==> src/spcs_pkg.sv <==
/*
 file holds: constants, field positions and carrier types of the pcs control/status bank.
 assumes: the bank is reached over an axi4-lite slave with 32-bit data.
*/
package spcs_pkg;

    // register indices as printed; byte address is four times the index
    localparam logic [3:0]  IDX_CONTROL  = 4'h0;
    localparam logic [3:0]  IDX_STATUS   = 4'h1;
    localparam logic [3:0]  IDX_VENDOR   = 4'h4;
    localparam logic [3:0]  IDX_LINKIN   = 4'h5;
    localparam int          ADDR_LSB     = 2;
    localparam int          REG_W        = 16;

    // control field positions
    localparam int          CTL_RESET    = 15;
    localparam int          CTL_LOOP     = 14;
    localparam int          CTL_SPD_LSB  = 13;
    localparam int          CTL_AN_EN    = 12;
    localparam int          CTL_PWRDN    = 11;
    localparam int          CTL_ISOLATE  = 10;
    localparam int          CTL_AN_RST   = 9;
    localparam int          CTL_DUPLEX   = 8;
    localparam int          CTL_COLTEST  = 7;
    localparam int          CTL_SPD_MSB  = 6;
    localparam int          CTL_UNIDIR   = 5;

    // status field positions
    localparam int          STS_AN_DONE  = 5;
    localparam int          STS_RFAULT   = 4;
    localparam int          STS_LINK     = 2;

    // vendor register fields
    localparam int          VND_LOOPPOS  = 0;
    localparam int          VND_IRQ_EN   = 1;
    localparam int          VND_IRQ_STS  = 2;

    // fixed read values, writable masks and reset values
    localparam logic [15:0] CTL_FIXED    = 16'h0140;
    localparam logic [15:0] CTL_WMASK    = 16'h5c20;
    localparam logic [15:0] STS_FIXED    = 16'h01c8;
    localparam logic [15:0] VND_RESET    = 16'h0002;
    localparam logic [15:0] CTL_RESET_V  = 16'h1000;

    localparam logic [1:0]  RESP_OKAY    = 2'h0;
    localparam logic [1:0]  RESP_SLVERR  = 2'h2;

    typedef struct packed {
        logic        loopback;
        logic        loop_in_xcvr;
        logic        an_enable;
        logic        power_down;
        logic        isolate;
        logic        unidir_tx;
        logic        pcs_reset;
        logic        an_restart;
    } spcs_ctrl_t;

    typedef struct packed {
        logic        an_complete;
        logic        remote_fault;
        logic        link_up;
    } spcs_evt_t;

    typedef enum logic [1:0] {
        RD_IDLE = 2'b00,
        RD_RESP = 2'b01
    } spcs_rd_t;

    typedef enum logic [1:0] {
        WR_IDLE = 2'b00,
        WR_RESP = 2'b01
    } spcs_wr_t;

endpackage

==> src/spcs_regs.sv <==
/*
 file holds: pcs control and status register bank with axi4-lite slave.
 assumes: one clock, synchronous active-low reset, pcs core supplies live status levels.
*/
`timescale 1ns/100ps

module spcs_regs (
    input  wire logic                    aclk,
    input  wire logic                    aresetn,
    input  wire logic [31:0]             s_axi_awaddr,
    input  wire logic                    s_axi_awvalid,
    output logic                         s_axi_awready,
    input  wire logic [31:0]             s_axi_wdata,
    input  wire logic [3:0]              s_axi_wstrb,
    input  wire logic                    s_axi_wvalid,
    output logic                         s_axi_wready,
    output logic [1:0]                   s_axi_bresp,
    output logic                         s_axi_bvalid,
    input  wire logic                    s_axi_bready,
    input  wire logic [31:0]             s_axi_araddr,
    input  wire logic                    s_axi_arvalid,
    output logic                         s_axi_arready,
    output logic [31:0]                  s_axi_rdata,
    output logic [1:0]                   s_axi_rresp,
    output logic                         s_axi_rvalid,
    input  wire logic                    s_axi_rready,
    input  wire spcs_pkg::spcs_evt_t     pcs_status,
    output spcs_pkg::spcs_ctrl_t         pcs_ctrl,
    output logic                         an_irq
);

    ////////////////////////////////////////////////////////////////////////
    // decode helpers

    function automatic logic [3:0] reg_index(input logic [31:0] addr);
        reg_index = addr[spcs_pkg::ADDR_LSB +: 4];
    endfunction

    function automatic logic idx_valid(input logic [31:0] addr);
        logic [3:0] i;
        i = reg_index(addr);
        idx_valid = (addr[31:spcs_pkg::ADDR_LSB + 4] == '0) &&
                    ((i == spcs_pkg::IDX_CONTROL) || (i == spcs_pkg::IDX_STATUS) ||
                     (i == spcs_pkg::IDX_VENDOR)  || (i == spcs_pkg::IDX_LINKIN));
    endfunction

    function automatic logic idx_is(input logic [31:0] addr, input logic [3:0] idx);
        idx_is = (reg_index(addr) == idx);
    endfunction

    ////////////////////////////////////////////////////////////////////////
    // elaboration checks; views and masks assume one register width

    if (spcs_pkg::REG_W != $bits(spcs_pkg::CTL_FIXED)) begin : g_bad_width
        $error("register width not served by this bank");
    end
    if ((spcs_pkg::CTL_WMASK & spcs_pkg::CTL_FIXED) != '0) begin : g_bad_mask
        $error("writable and fixed control bits overlap");
    end

    ////////////////////////////////////////////////////////////////////////
    // state

    spcs_pkg::spcs_wr_t  wr_st_reg,     wr_st_next;
    spcs_pkg::spcs_rd_t  rd_st_reg,     rd_st_next;
    logic                aw_hold_reg,   aw_hold_next;
    logic                w_hold_reg,    w_hold_next;
    logic [31:0]         awaddr_reg,    awaddr_next;
    logic [31:0]         wdata_reg,     wdata_next;
    logic [3:0]          wstrb_reg,     wstrb_next;
    logic [1:0]          bresp_reg,     bresp_next;
    logic [31:0]         rdata_reg,     rdata_next;
    logic [1:0]          rresp_reg,     rresp_next;
    logic [3:0]          rd_idx_reg,    rd_idx_next;
    logic                clr_on_rd_reg, clr_on_rd_next;
    logic [15:0]         ctl_reg,       ctl_next;
    logic                rst_pulse_reg, rst_pulse_next;
    logic                an_rst_reg,    an_rst_next;
    logic                rfault_reg,    rfault_next;
    logic                link_reg,      link_next;
    logic                done_q_reg,    done_q_next;
    logic                loop_pos_reg,  loop_pos_next;
    logic                irq_en_reg,    irq_en_next;
    logic                irq_sts_reg,   irq_sts_next;

    logic                do_write;
    logic [15:0]         wr16;
    logic [15:0]         sts_view;
    logic [15:0]         ctl_view;
    logic [15:0]         vnd_view;

    ////////////////////////////////////////////////////////////////////////
    // read views

    always_comb begin
        ctl_view = (ctl_reg & spcs_pkg::CTL_WMASK)
                   | spcs_pkg::CTL_FIXED;
        sts_view = spcs_pkg::STS_FIXED;
        sts_view[spcs_pkg::STS_AN_DONE] = pcs_status.an_complete;
        sts_view[spcs_pkg::STS_RFAULT]  = rfault_reg;
        sts_view[spcs_pkg::STS_LINK]    = link_reg;
        vnd_view = '0;
        vnd_view[spcs_pkg::VND_LOOPPOS] = loop_pos_reg;
        vnd_view[spcs_pkg::VND_IRQ_EN]  = irq_en_reg;
        vnd_view[spcs_pkg::VND_IRQ_STS] = irq_sts_reg;
    end

    ////////////////////////////////////////////////////////////////////////
    // write channel

    always_comb begin
        wr_st_next   = wr_st_reg;
        aw_hold_next = aw_hold_reg;
        w_hold_next  = w_hold_reg;
        awaddr_next  = awaddr_reg;
        wdata_next   = wdata_reg;
        wstrb_next   = wstrb_reg;
        bresp_next   = bresp_reg;
        do_write     = 1'b0;
        case (wr_st_reg)
            spcs_pkg::WR_IDLE: begin
                if (s_axi_awvalid && !aw_hold_reg) begin
                    aw_hold_next = 1'b1;
                    awaddr_next  = s_axi_awaddr;
                end
                if (s_axi_wvalid && !w_hold_reg) begin
                    w_hold_next = 1'b1;
                    wdata_next  = s_axi_wdata;
                    wstrb_next  = s_axi_wstrb;
                end
                if (aw_hold_reg && w_hold_reg) begin
                    do_write     = idx_valid(awaddr_reg);
                    bresp_next   = idx_valid(awaddr_reg) ? spcs_pkg::RESP_OKAY
                                                         : spcs_pkg::RESP_SLVERR;
                    aw_hold_next = 1'b0;
                    w_hold_next  = 1'b0;
                    wr_st_next   = spcs_pkg::WR_RESP;
                end
            end
            spcs_pkg::WR_RESP: begin
                if (s_axi_bready) begin
                    wr_st_next = spcs_pkg::WR_IDLE;
                end
            end
            default: begin
                wr_st_next = spcs_pkg::WR_IDLE;
            end
        endcase
    end

    // ready drops while an item is held, so each channel gives one item per write
    assign s_axi_awready = (wr_st_reg == spcs_pkg::WR_IDLE) && !aw_hold_reg;
    assign s_axi_wready  = (wr_st_reg == spcs_pkg::WR_IDLE) && !w_hold_reg;
    assign s_axi_bvalid  = (wr_st_reg == spcs_pkg::WR_RESP);
    assign s_axi_bresp   = bresp_reg;
    // lanes 0 and 1 only; upper lanes land on bits that read zero
    assign wr16 = {wstrb_reg[1] ? wdata_reg[15:8] : 8'h00,
                   wstrb_reg[0] ? wdata_reg[7:0]  : 8'h00};

    ////////////////////////////////////////////////////////////////////////
    // read channel

    always_comb begin
        rd_st_next     = rd_st_reg;
        rdata_next     = rdata_reg;
        rresp_next     = rresp_reg;
        clr_on_rd_next = 1'b0;
        case (rd_st_reg)
            spcs_pkg::RD_IDLE: begin
                if (s_axi_arvalid) begin
                    rdata_next = 32'h0000_0000;
                    rresp_next = spcs_pkg::RESP_OKAY;
                    if (!idx_valid(s_axi_araddr)) begin
                        rresp_next = spcs_pkg::RESP_SLVERR;
                    end else if (reg_index(s_axi_araddr) == spcs_pkg::IDX_CONTROL) begin
                        rdata_next[15:0] = ctl_view;
                    end else if (reg_index(s_axi_araddr) == spcs_pkg::IDX_STATUS) begin
                        rdata_next[15:0] = sts_view;
                    end else if (reg_index(s_axi_araddr) == spcs_pkg::IDX_VENDOR) begin
                        rdata_next[15:0] = vnd_view;
                    end else begin
                        rdata_next[spcs_pkg::STS_LINK] = pcs_status.link_up;
                    end
                    rd_st_next = spcs_pkg::RD_RESP;
                end
            end
            spcs_pkg::RD_RESP: begin
                if (s_axi_rready) begin
                    // clear only after the master has taken the data
                    clr_on_rd_next = (rdata_reg[31:16] == '0) && (rresp_reg == spcs_pkg::RESP_OKAY)
                                     && (rd_idx_reg == spcs_pkg::IDX_STATUS);
                    rd_st_next = spcs_pkg::RD_IDLE;
                end
            end
            default: begin
                rd_st_next = spcs_pkg::RD_IDLE;
            end
        endcase
    end

    // index kept apart from rdata; the clear also needs returned rdata bits 31:16 to be zero
    assign rd_idx_next = (rd_st_reg == spcs_pkg::RD_IDLE && s_axi_arvalid)
                         ? reg_index(s_axi_araddr) : rd_idx_reg;

    // rdata stands until rready; no new read is taken meanwhile
    assign s_axi_arready = (rd_st_reg == spcs_pkg::RD_IDLE);
    assign s_axi_rvalid  = (rd_st_reg == spcs_pkg::RD_RESP);
    assign s_axi_rdata   = rdata_reg;
    assign s_axi_rresp   = rresp_reg;

    ////////////////////////////////////////////////////////////////////////
    // register bank

    always_comb begin
        ctl_next       = ctl_reg;
        rst_pulse_next = 1'b0;
        an_rst_next    = 1'b0;
        loop_pos_next  = loop_pos_reg;
        irq_en_next    = irq_en_reg;
        irq_sts_next   = irq_sts_reg;
        done_q_next    = pcs_status.an_complete;
        rfault_next    = rfault_reg;
        link_next      = link_reg;
        if (do_write && idx_is(awaddr_reg, spcs_pkg::IDX_CONTROL)) begin
            ctl_next[spcs_pkg::CTL_LOOP]    = wr16[spcs_pkg::CTL_LOOP];
            ctl_next[spcs_pkg::CTL_AN_EN]   = wr16[spcs_pkg::CTL_AN_EN];
            ctl_next[spcs_pkg::CTL_ISOLATE] = wr16[spcs_pkg::CTL_ISOLATE];
            ctl_next[spcs_pkg::CTL_UNIDIR]  = wr16[spcs_pkg::CTL_UNIDIR];
            // power down is sticky; writing 0 does not wake the transceiver
            ctl_next[spcs_pkg::CTL_PWRDN]   = ctl_reg[spcs_pkg::CTL_PWRDN]
                                              | wr16[spcs_pkg::CTL_PWRDN];
            rst_pulse_next = wr16[spcs_pkg::CTL_RESET];
            an_rst_next    = wr16[spcs_pkg::CTL_AN_RST];
        end
        if (do_write && idx_is(awaddr_reg, spcs_pkg::IDX_VENDOR)) begin
            loop_pos_next = wr16[spcs_pkg::VND_LOOPPOS];
            irq_en_next   = wr16[spcs_pkg::VND_IRQ_EN];
            if (!wr16[spcs_pkg::VND_IRQ_STS]) begin
                irq_sts_next = 1'b0;
            end
        end
        // defaults land the cycle after the reset pulse reaches the core, two cycles after the write
        if (rst_pulse_reg) begin
            ctl_next = spcs_pkg::CTL_RESET_V;
        end
        // a disabled flag is held low
        if (!irq_en_next) begin
            irq_sts_next = 1'b0;
        end else if (pcs_status.an_complete && !done_q_reg) begin
            irq_sts_next = 1'b1;
        end
        if (clr_on_rd_reg) begin
            rfault_next = 1'b0;
            link_next   = 1'b0;
        end
        // set wins over the read clear
        if (pcs_status.remote_fault) begin
            rfault_next = 1'b1;
        end
        if (pcs_status.link_up && !link_reg && !clr_on_rd_reg) begin
            link_next = 1'b1;
        end else if (pcs_status.link_up && clr_on_rd_reg) begin
            link_next = 1'b1;
        end
    end

    // write state
    always_ff @(posedge aclk) begin
        if (!aresetn) begin
            wr_st_reg     <= spcs_pkg::WR_IDLE;
            aw_hold_reg   <= 1'b0;
            w_hold_reg    <= 1'b0;
            awaddr_reg    <= 32'h0000_0000;
            wdata_reg     <= 32'h0000_0000;
            wstrb_reg     <= 4'h0;
            bresp_reg     <= spcs_pkg::RESP_OKAY;
        end else begin
            wr_st_reg     <= wr_st_next;
            aw_hold_reg   <= aw_hold_next;
            w_hold_reg    <= w_hold_next;
            awaddr_reg    <= awaddr_next;
            wdata_reg     <= wdata_next;
            wstrb_reg     <= wstrb_next;
            bresp_reg     <= bresp_next;
        end
    end

    // read state
    always_ff @(posedge aclk) begin
        if (!aresetn) begin
            rd_st_reg     <= spcs_pkg::RD_IDLE;
            rdata_reg     <= 32'h0000_0000;
            rresp_reg     <= spcs_pkg::RESP_OKAY;
            rd_idx_reg    <= 4'h0;
            clr_on_rd_reg <= 1'b0;
        end else begin
            rd_st_reg     <= rd_st_next;
            rdata_reg     <= rdata_next;
            rresp_reg     <= rresp_next;
            rd_idx_reg    <= rd_idx_next;
            clr_on_rd_reg <= clr_on_rd_next;
        end
    end

    // bank state
    always_ff @(posedge aclk) begin
        if (!aresetn) begin
            ctl_reg       <= spcs_pkg::CTL_RESET_V;
            rst_pulse_reg <= 1'b0;
            an_rst_reg    <= 1'b0;
            rfault_reg    <= 1'b0;
            link_reg      <= 1'b0;
            done_q_reg    <= 1'b0;
            loop_pos_reg  <= 1'b0;
            irq_en_reg    <= spcs_pkg::VND_RESET[spcs_pkg::VND_IRQ_EN];
            irq_sts_reg   <= 1'b0;
        end else begin
            ctl_reg       <= ctl_next;
            rst_pulse_reg <= rst_pulse_next;
            an_rst_reg    <= an_rst_next;
            rfault_reg    <= rfault_next;
            link_reg      <= link_next;
            done_q_reg    <= done_q_next;
            loop_pos_reg  <= loop_pos_next;
            irq_en_reg    <= irq_en_next;
            irq_sts_reg   <= irq_sts_next;
        end
    end

    ////////////////////////////////////////////////////////////////////////
    // outputs to the pcs core

    always_comb begin
        pcs_ctrl.loopback     = ctl_reg[spcs_pkg::CTL_LOOP];
        pcs_ctrl.loop_in_xcvr = loop_pos_reg;
        pcs_ctrl.an_enable    = ctl_reg[spcs_pkg::CTL_AN_EN];
        pcs_ctrl.power_down   = ctl_reg[spcs_pkg::CTL_PWRDN];
        pcs_ctrl.isolate      = ctl_reg[spcs_pkg::CTL_ISOLATE];
        pcs_ctrl.unidir_tx    = ctl_reg[spcs_pkg::CTL_UNIDIR];
        pcs_ctrl.pcs_reset    = rst_pulse_reg;
        pcs_ctrl.an_restart   = an_rst_reg;
    end

    // level flag; software clears it or disables it
    assign an_irq = irq_sts_reg;

endmodule

==> config.mk <==
export PLATFORM = sky130hd
export DESIGN_NAME = spcs_regs
export DESIGN_NICKNAME = d
export VERILOG_FILES = /design/src/spcs_pkg.sv /design/src/spcs_regs.sv
export SDC_FILE = /design/constraint.sdc
export NUM_CORES = 1
export LEC_CHECK = 0
export BUFFER_PORTS_ARGS = -buffer_cell sky130_fd_sc_hd__clkbuf_2
export CAP_MARGIN = 10
export CORE_ASPECT_RATIO = 0.8
export CORE_UTILIZATION = 44
export CTS_BUF_LIST = sky130_fd_sc_hd__clkbuf_8
export DETAILED_ROUTE_END_ITERATION = 16
export GPL_ROUTABILITY_DRIVEN = 0
export PLACE_DENSITY = 0.79
export SETUP_SLACK_MARGIN = 0.2
export SLEW_MARGIN = 20
export SYNTH_ARGS = -nofsm -noshare
export SYNTH_HDL_FRONTEND = slang
export SYNTH_SLANG_ARGS = --single-unit
==> constraint.sdc <==
create_clock -name aclk -period 1.95 [get_ports aclk]
set_clock_uncertainty 0.1 [all_clocks]
set_input_delay 0.195 -clock aclk [delete_from_list [all_inputs] [get_ports aclk]]
set_output_delay 0.195 -clock aclk [all_outputs]
set_load 0.05 [all_outputs]
After elaboration in Yosys (flattened, before gate mapping):

Cells that the tools add are included.

* output and inout port bits: 50
* memories kept: 0
* memory bits (read-only): 0
* bits in latches: 0
* bits in writable memories: 0
* register bits after elaboration: 94
* input bits: 110
* logic and storage cells: 117

* reduce and logical (&&, ||, !) cells: 51
* eq/ne operators: 14
* shift operators: 0
* multipliers: 0
* $add $sub $neg: 0
* bitwise gates (word level): 2
* div/mod/pow operators: 0
* muxes and demuxes: 29
* $lt $le $gt $ge: 0

Operator list (count)
* zero test 26 bit: 2
* two-way mux 15 bit: 2
* AND reduction 2 bit: 10
* equality test 4 x 3 -> 1 bit (second input constant): 4
* logical AND 1 bit: 15
* two-way mux 1 bit: 15
* two-way mux 2 bit: 7
* equality test 4 x 1 -> 1 bit (second input constant): 3
* two-way mux 9 bit: 1
* zero test 4 bit: 2
* one-hot mux 2 bit (2 select lines): 2
* nonzero test 2 bit: 4
* two-way mux 7 bit: 1
* zero test 2 bit: 3
* logical OR 1 bit: 6
* two-way mux 6 bit: 1
* inequality test 2 x 1 -> 1 bit (second input constant): 3
* AND reduction 3 bit: 2
* zero test 1 bit: 5
* equality test 2 x 1 -> 1 bit (second input constant): 2
* inequality test 2 bit (second input constant): 2
* nonzero test 3 bit: 1
* OR reduction 2 bit: 1
* inverter 1 bit: 1
* OR 1 bit: 1

Longest topological paths before layout:

* depth after elaboration: 10
* depth in mapped cells: 5
* mapped depth without buffers: 4

Worst setup path before layout:

No wires, ideal clock.

* kind: reg2reg
* from: reg wr_st_reg[0]
* to: reg wdata_reg[0]
* setup time: 76 ps
* clock period less this slack: 2202 ps
* path buffers: 1
* data required time: 1774 ps
* arrival: 2027 ps
* slack: -252 ps
* stages on the path, launching flop included: 6
* cells stage by stage: dfxtp_1 > nor2_1 > and2_1 > clkbuf_1 > nand2_1 > a21boi_0

* longest elaborated chain between the ends: 2

Ends and longest elaborated chain
* start, declared: line spcs_regs.sv:64 `spcs_pkg::spcs_wr_t wr_st_reg, wr_st_next;`
* start signal, assigned: line spcs_regs.sv:270 `wr_st_reg <= spcs_pkg::WR_IDLE;`
* start signal, assigned: line spcs_regs.sv:278 `wr_st_reg <= wr_st_next;`
* zero test 2 bit: line spcs_regs.sv:120 `case (wr_st_reg)`
* AND reduction 2 bit (no line)
* end signal, assigned: line spcs_regs.sv:282 `wdata_reg <= wdata_next;`
* end, declared: line spcs_regs.sv:69 `logic [31:0] wdata_reg, wdata_next;`

No other way between the ends.
A chain may end at the register's enable or synchronous reset.

Worst setup path in the final report:

* from: reg rd_st_reg[0]
* to: reg rdata_reg[10], in the netlist s_axi_rdata[10]

* longest elaborated chain between the ends: 2

Ends and longest elaborated chain
* start, declared: line spcs_regs.sv:65 `spcs_pkg::spcs_rd_t rd_st_reg, rd_st_next;`
* start signal, assigned: line spcs_regs.sv:291 `rd_st_reg <= spcs_pkg::RD_IDLE;`
* start signal, assigned: line spcs_regs.sv:297 `rd_st_reg <= rd_st_next;`
* zero test 2 bit: line spcs_regs.sv:168 `case (rd_st_reg)`
* AND reduction 2 bit (no line)
* end signal, assigned: line spcs_regs.sv:298 `rdata_reg <= rdata_next;`
* end, declared: line spcs_regs.sv:72 `logic [31:0] rdata_reg, rdata_next;`

No other way between the ends.

==> metrics.md <==
| Metric | Value |
|---|---|
| Setup_tns | `0 ns` |
| CP max-delay cell | `or4bb_4` |
| Max Freq | `between 500 and 600 MHz` |
| Worst skew pair latency | `0.35 ns` |
| Slew margin rel. | `around 64%` |
| Dpl hpwl | `5590 um` |
| CTS H-tree depth | `3` |
| WHS Path Cells | `3` |
| Post-synthesis simple-gate area fraction | `26.1%` |
| Fillers | `~600` |
| Syn avg cell area | `around 8.7 sq um` |
| First-pass DRT Iterations | `6` |
| Adder-cell area share of the yosys netlist | `0%` |
| Row count | `27` |
| Ys async rst share | `0%` |
| Utilization after layout | `65.7%` |
| Clk sinks | `a little under 80` |
| Die X | `98.9 um` |
| Global-route wire length before repair | `roughly 14000 um` |
| Tmin final | `approximately 1.7 ns` |
| Critical R2R Capture | `s_axi_rdata[10]` |
| Die area | `~8000 sq um` |
| Most common cell after layout, fill and taps aside | `nand2_1` |
| CP delay by family, top | `simple AND/OR/NAND/NOR gates` |
| Layout cells sized above 1 | `30.9%` |
| Clock Pin Slew Worst Setup and Hold Paths | `~0.080 ns` |
| CP Cell Sequence | `or4bb_4 -> nor4_4 -> and4_4 -> a22o_1` |
| Critical path depth | `4` |
| EDFF count, synth | `0` |
| Worst VDD drop | `0.000512 V` |
| Max Slew Vio Count | `0` |
| Chip height | `79.5 um` |
| N_diodes | `0` |
| Nets | `646` |
| Initial antenna violation count | `0` |
| Crit-path max FO | `6` |
| Cells after synthesis | `379` |
| Main flop type after synthesis | `dfxtp_1` |
| Outcome | `completed` |
| Multi-input logic area | `~1600 sq um` |
| Worst setup startpoint | `rd_st_reg[0]` |
| Initial DRC count | `140` |
| Mux contribution to synthesized area | `between 2 and 2.5%` |
| Sequential-to-total area share from yosys stat | `46.6%` |
| Post-Syn Area | `about 3300 sq um` |
| Critical path arrival | `approximately 1.9 ns` |
| Syn-to-layout area delta | `40.3%` |
| CP bufs+invs | `0` |
| Leading cell types in the layout, fill and taps excluded | `113 x nand2_1, 110 x clkbuf_2, 70 x dfxtp_1` |
| Largest net degree at the start of global routing | `57` |
| Worst R2R Start | `rd_st_reg[0]` |
| Initial core utilization | `46.8%` |
| Number of port buffers | `110` |
| Hold Fails Final Rpt | `0` |
| Synth Area in Compound Gates | `~16%` |
| Core area | `a little over 7000 sq um` |
| Vias in the first global route | `2989` |
| Endpoints failing setup | `0` |
| Final antenna-violating net count | `0` |
| Count of unique library cells instantiated by Yosys | `40` |
| RSZ-0062 raised after global routing | `yes` |
| Leakage Power | `between 2 and 2.5 nW` |
| Worst hold-check path type | `in -> reg` |
| Num CTS Buffers | `9` |
| Yosys warnings | `0` |
| Crit path to | `s_axi_rdata[10]` |
| Gr usage total | `22.0%` |
| R2R setup slack | `between 0.2 and 0.25 ns` |
| Register Area | `around 1600 sq um` |
| Worst-margin pin slew | `0.533 ns` |
| Crit Path Category | `reg -> reg` |
| R2R depth | `4` |
| CTS tree | `done` |
| CP Data Required Time | `roughly 2.1 ns` |
| Largest family of logic cells by synthesized area | `simple AND/OR/NAND/NOR gates` |
| Pwr Density | `around 770 nW/um^2` |
| XOR/XNOR Fraction of Synth Area | `0%` |
| Clock buffer depth | `2` |
| #FFs+latches synth | `77` |
| Global route total overflow | `0` |
| Vias per cell | `4.98` |
| Crit-path max cell delay | `around 0.53 ns` |
| Vias post-DR | `3125` |
| Critical Path End Type | `flop` |
| Max-Cap Viols | `0` |
| Max reg flops | `30` |
| Startpoint Class | `flop` |
| Drt wl/cell | `13.5 um` |
| Residual DRC count | `0` |
| Root Buffer | `clkbuf_8` |
| Period Utilization, post-route | `between 80% and 90%` |
| I/O pin total | `160` |
| Routed WL | `8490 um` |
[cells by family after synthesis]
group,count (synthesis)
buffers and inverters,48
AO/OA/AOI/OAI,72
AND/OR/NAND/NOR,173
other,1
flip-flops,77
multiplexers,8
[stage by stage]
stage	power, mW	hold slack, ns	setup WS, ns	cells	cell area (sq um)
6_report	3.56	0.0323	0.221	628	4640
5_1_grt	3.73	0.0116	0.156	628	4640
4_1_cts	3.55	0.000724	0.208	622	4540
3_5_place_dp	2.24	0.325	0.0838	561	3870
3_3_place_gp	2.22	0.311	0.116	561	3870
2_1_floorplan	2.10	0.217	0.220	399	3400
[metal layers]
metal	wire [um]	track usage, %	part of all wire, %	up-vias
met2	4210	40.3	50	116
met4	100	5.67	1.2	0
met5	0	0	0	-
met1	3670	25.2	43	1427
li1	-	-	-	1569
met3	507	6.30	6.0	13
[power by group]
group / leakage, nW / total [mW] / internal [mW] / switching [mW]
registers: 0.633 / 1.71 / 1.65 / 0.0630
logic: 1.32 / 0.606 / 0.254 / 0.352
clock network: 0.107 / 1.24 / 0.637 / 0.605
total: 2.06 / 3.56 / 2.54 / 1.02
[how the worst min path moves through the flow]
stage	slack (ns)	startpoint	to
6_report	0.03	s_axi_awaddr[11]	awaddr_reg[11]
5_1_grt	0.01	s_axi_awaddr[11]	awaddr_reg[11]
4_1_cts	0.0007	s_axi_awaddr[11]	awaddr_reg[11]
3_5_place_dp	0.32	pcs_status[1]	rfault_reg
3_3_place_gp	0.31	rd_idx_reg[3]	clr_on_rd_reg
2_1_floorplan	0.22	pcs_status[2]	done_q_reg
[final cells by class]
type / count / share of cell area, %
clock buffer: 10 / 2.97
multi-input combinational: 274 / 35.3
sequential: 77 / 33.5
clock inverter: 6 / 1.51
inverter: 4 / 0.324
tap: 87 / 2.35
timing repair buffer: 170 / 24.0
[synthesized netlist by cell type, types with 4 or more instances]
| cell | instances | area share [%] |
|---|---|---|
| nor4_1 | 11 | 2.1 |
| and2_1 | 4 | 0.76 |
| o21a_1 | 5 | 1.1 |
| o21ai_1 | 4 | 0.61 |
| nor2_1 | 6 | 0.68 |
| dfxtp_1 | 77 | 47 |
| nor3_1 | 4 | 0.61 |
| nor2b_1 | 6 | 1.1 |
| nand2_1 | 113 | 13 |
| buf_4 | 26 | 5.9 |
| clkbuf_1 | 18 | 2.0 |
| and4_1 | 4 | 1.1 |
| mux2i_1 | 8 | 2.4 |
| a21boi_0 | 48 | 11 |
| inv_1 | 4 | 0.45 |
| a22o_1 | 5 | 1.3 |
| nand3_1 | 5 | 0.76 |
| nand4_1 | 4 | 0.76 |
[timing repair]
item,CTS,global route
gates cloned,0,0
buffers inserted,1,6
setup endpoints to repair,13,18
hold endpoints to repair,45,0
resized for setup,5,12
hold buffers,44,0
pin swaps,1,9
[worst reg2reg max path, stage by stage (launching register included)]
cell     delay [ns]
dfxtp_4        0.37
or4bb_4        0.53
nor4_4         0.26
and4_4         0.30
a22o_1         0.13
Power figures use the tool's default switching activity.
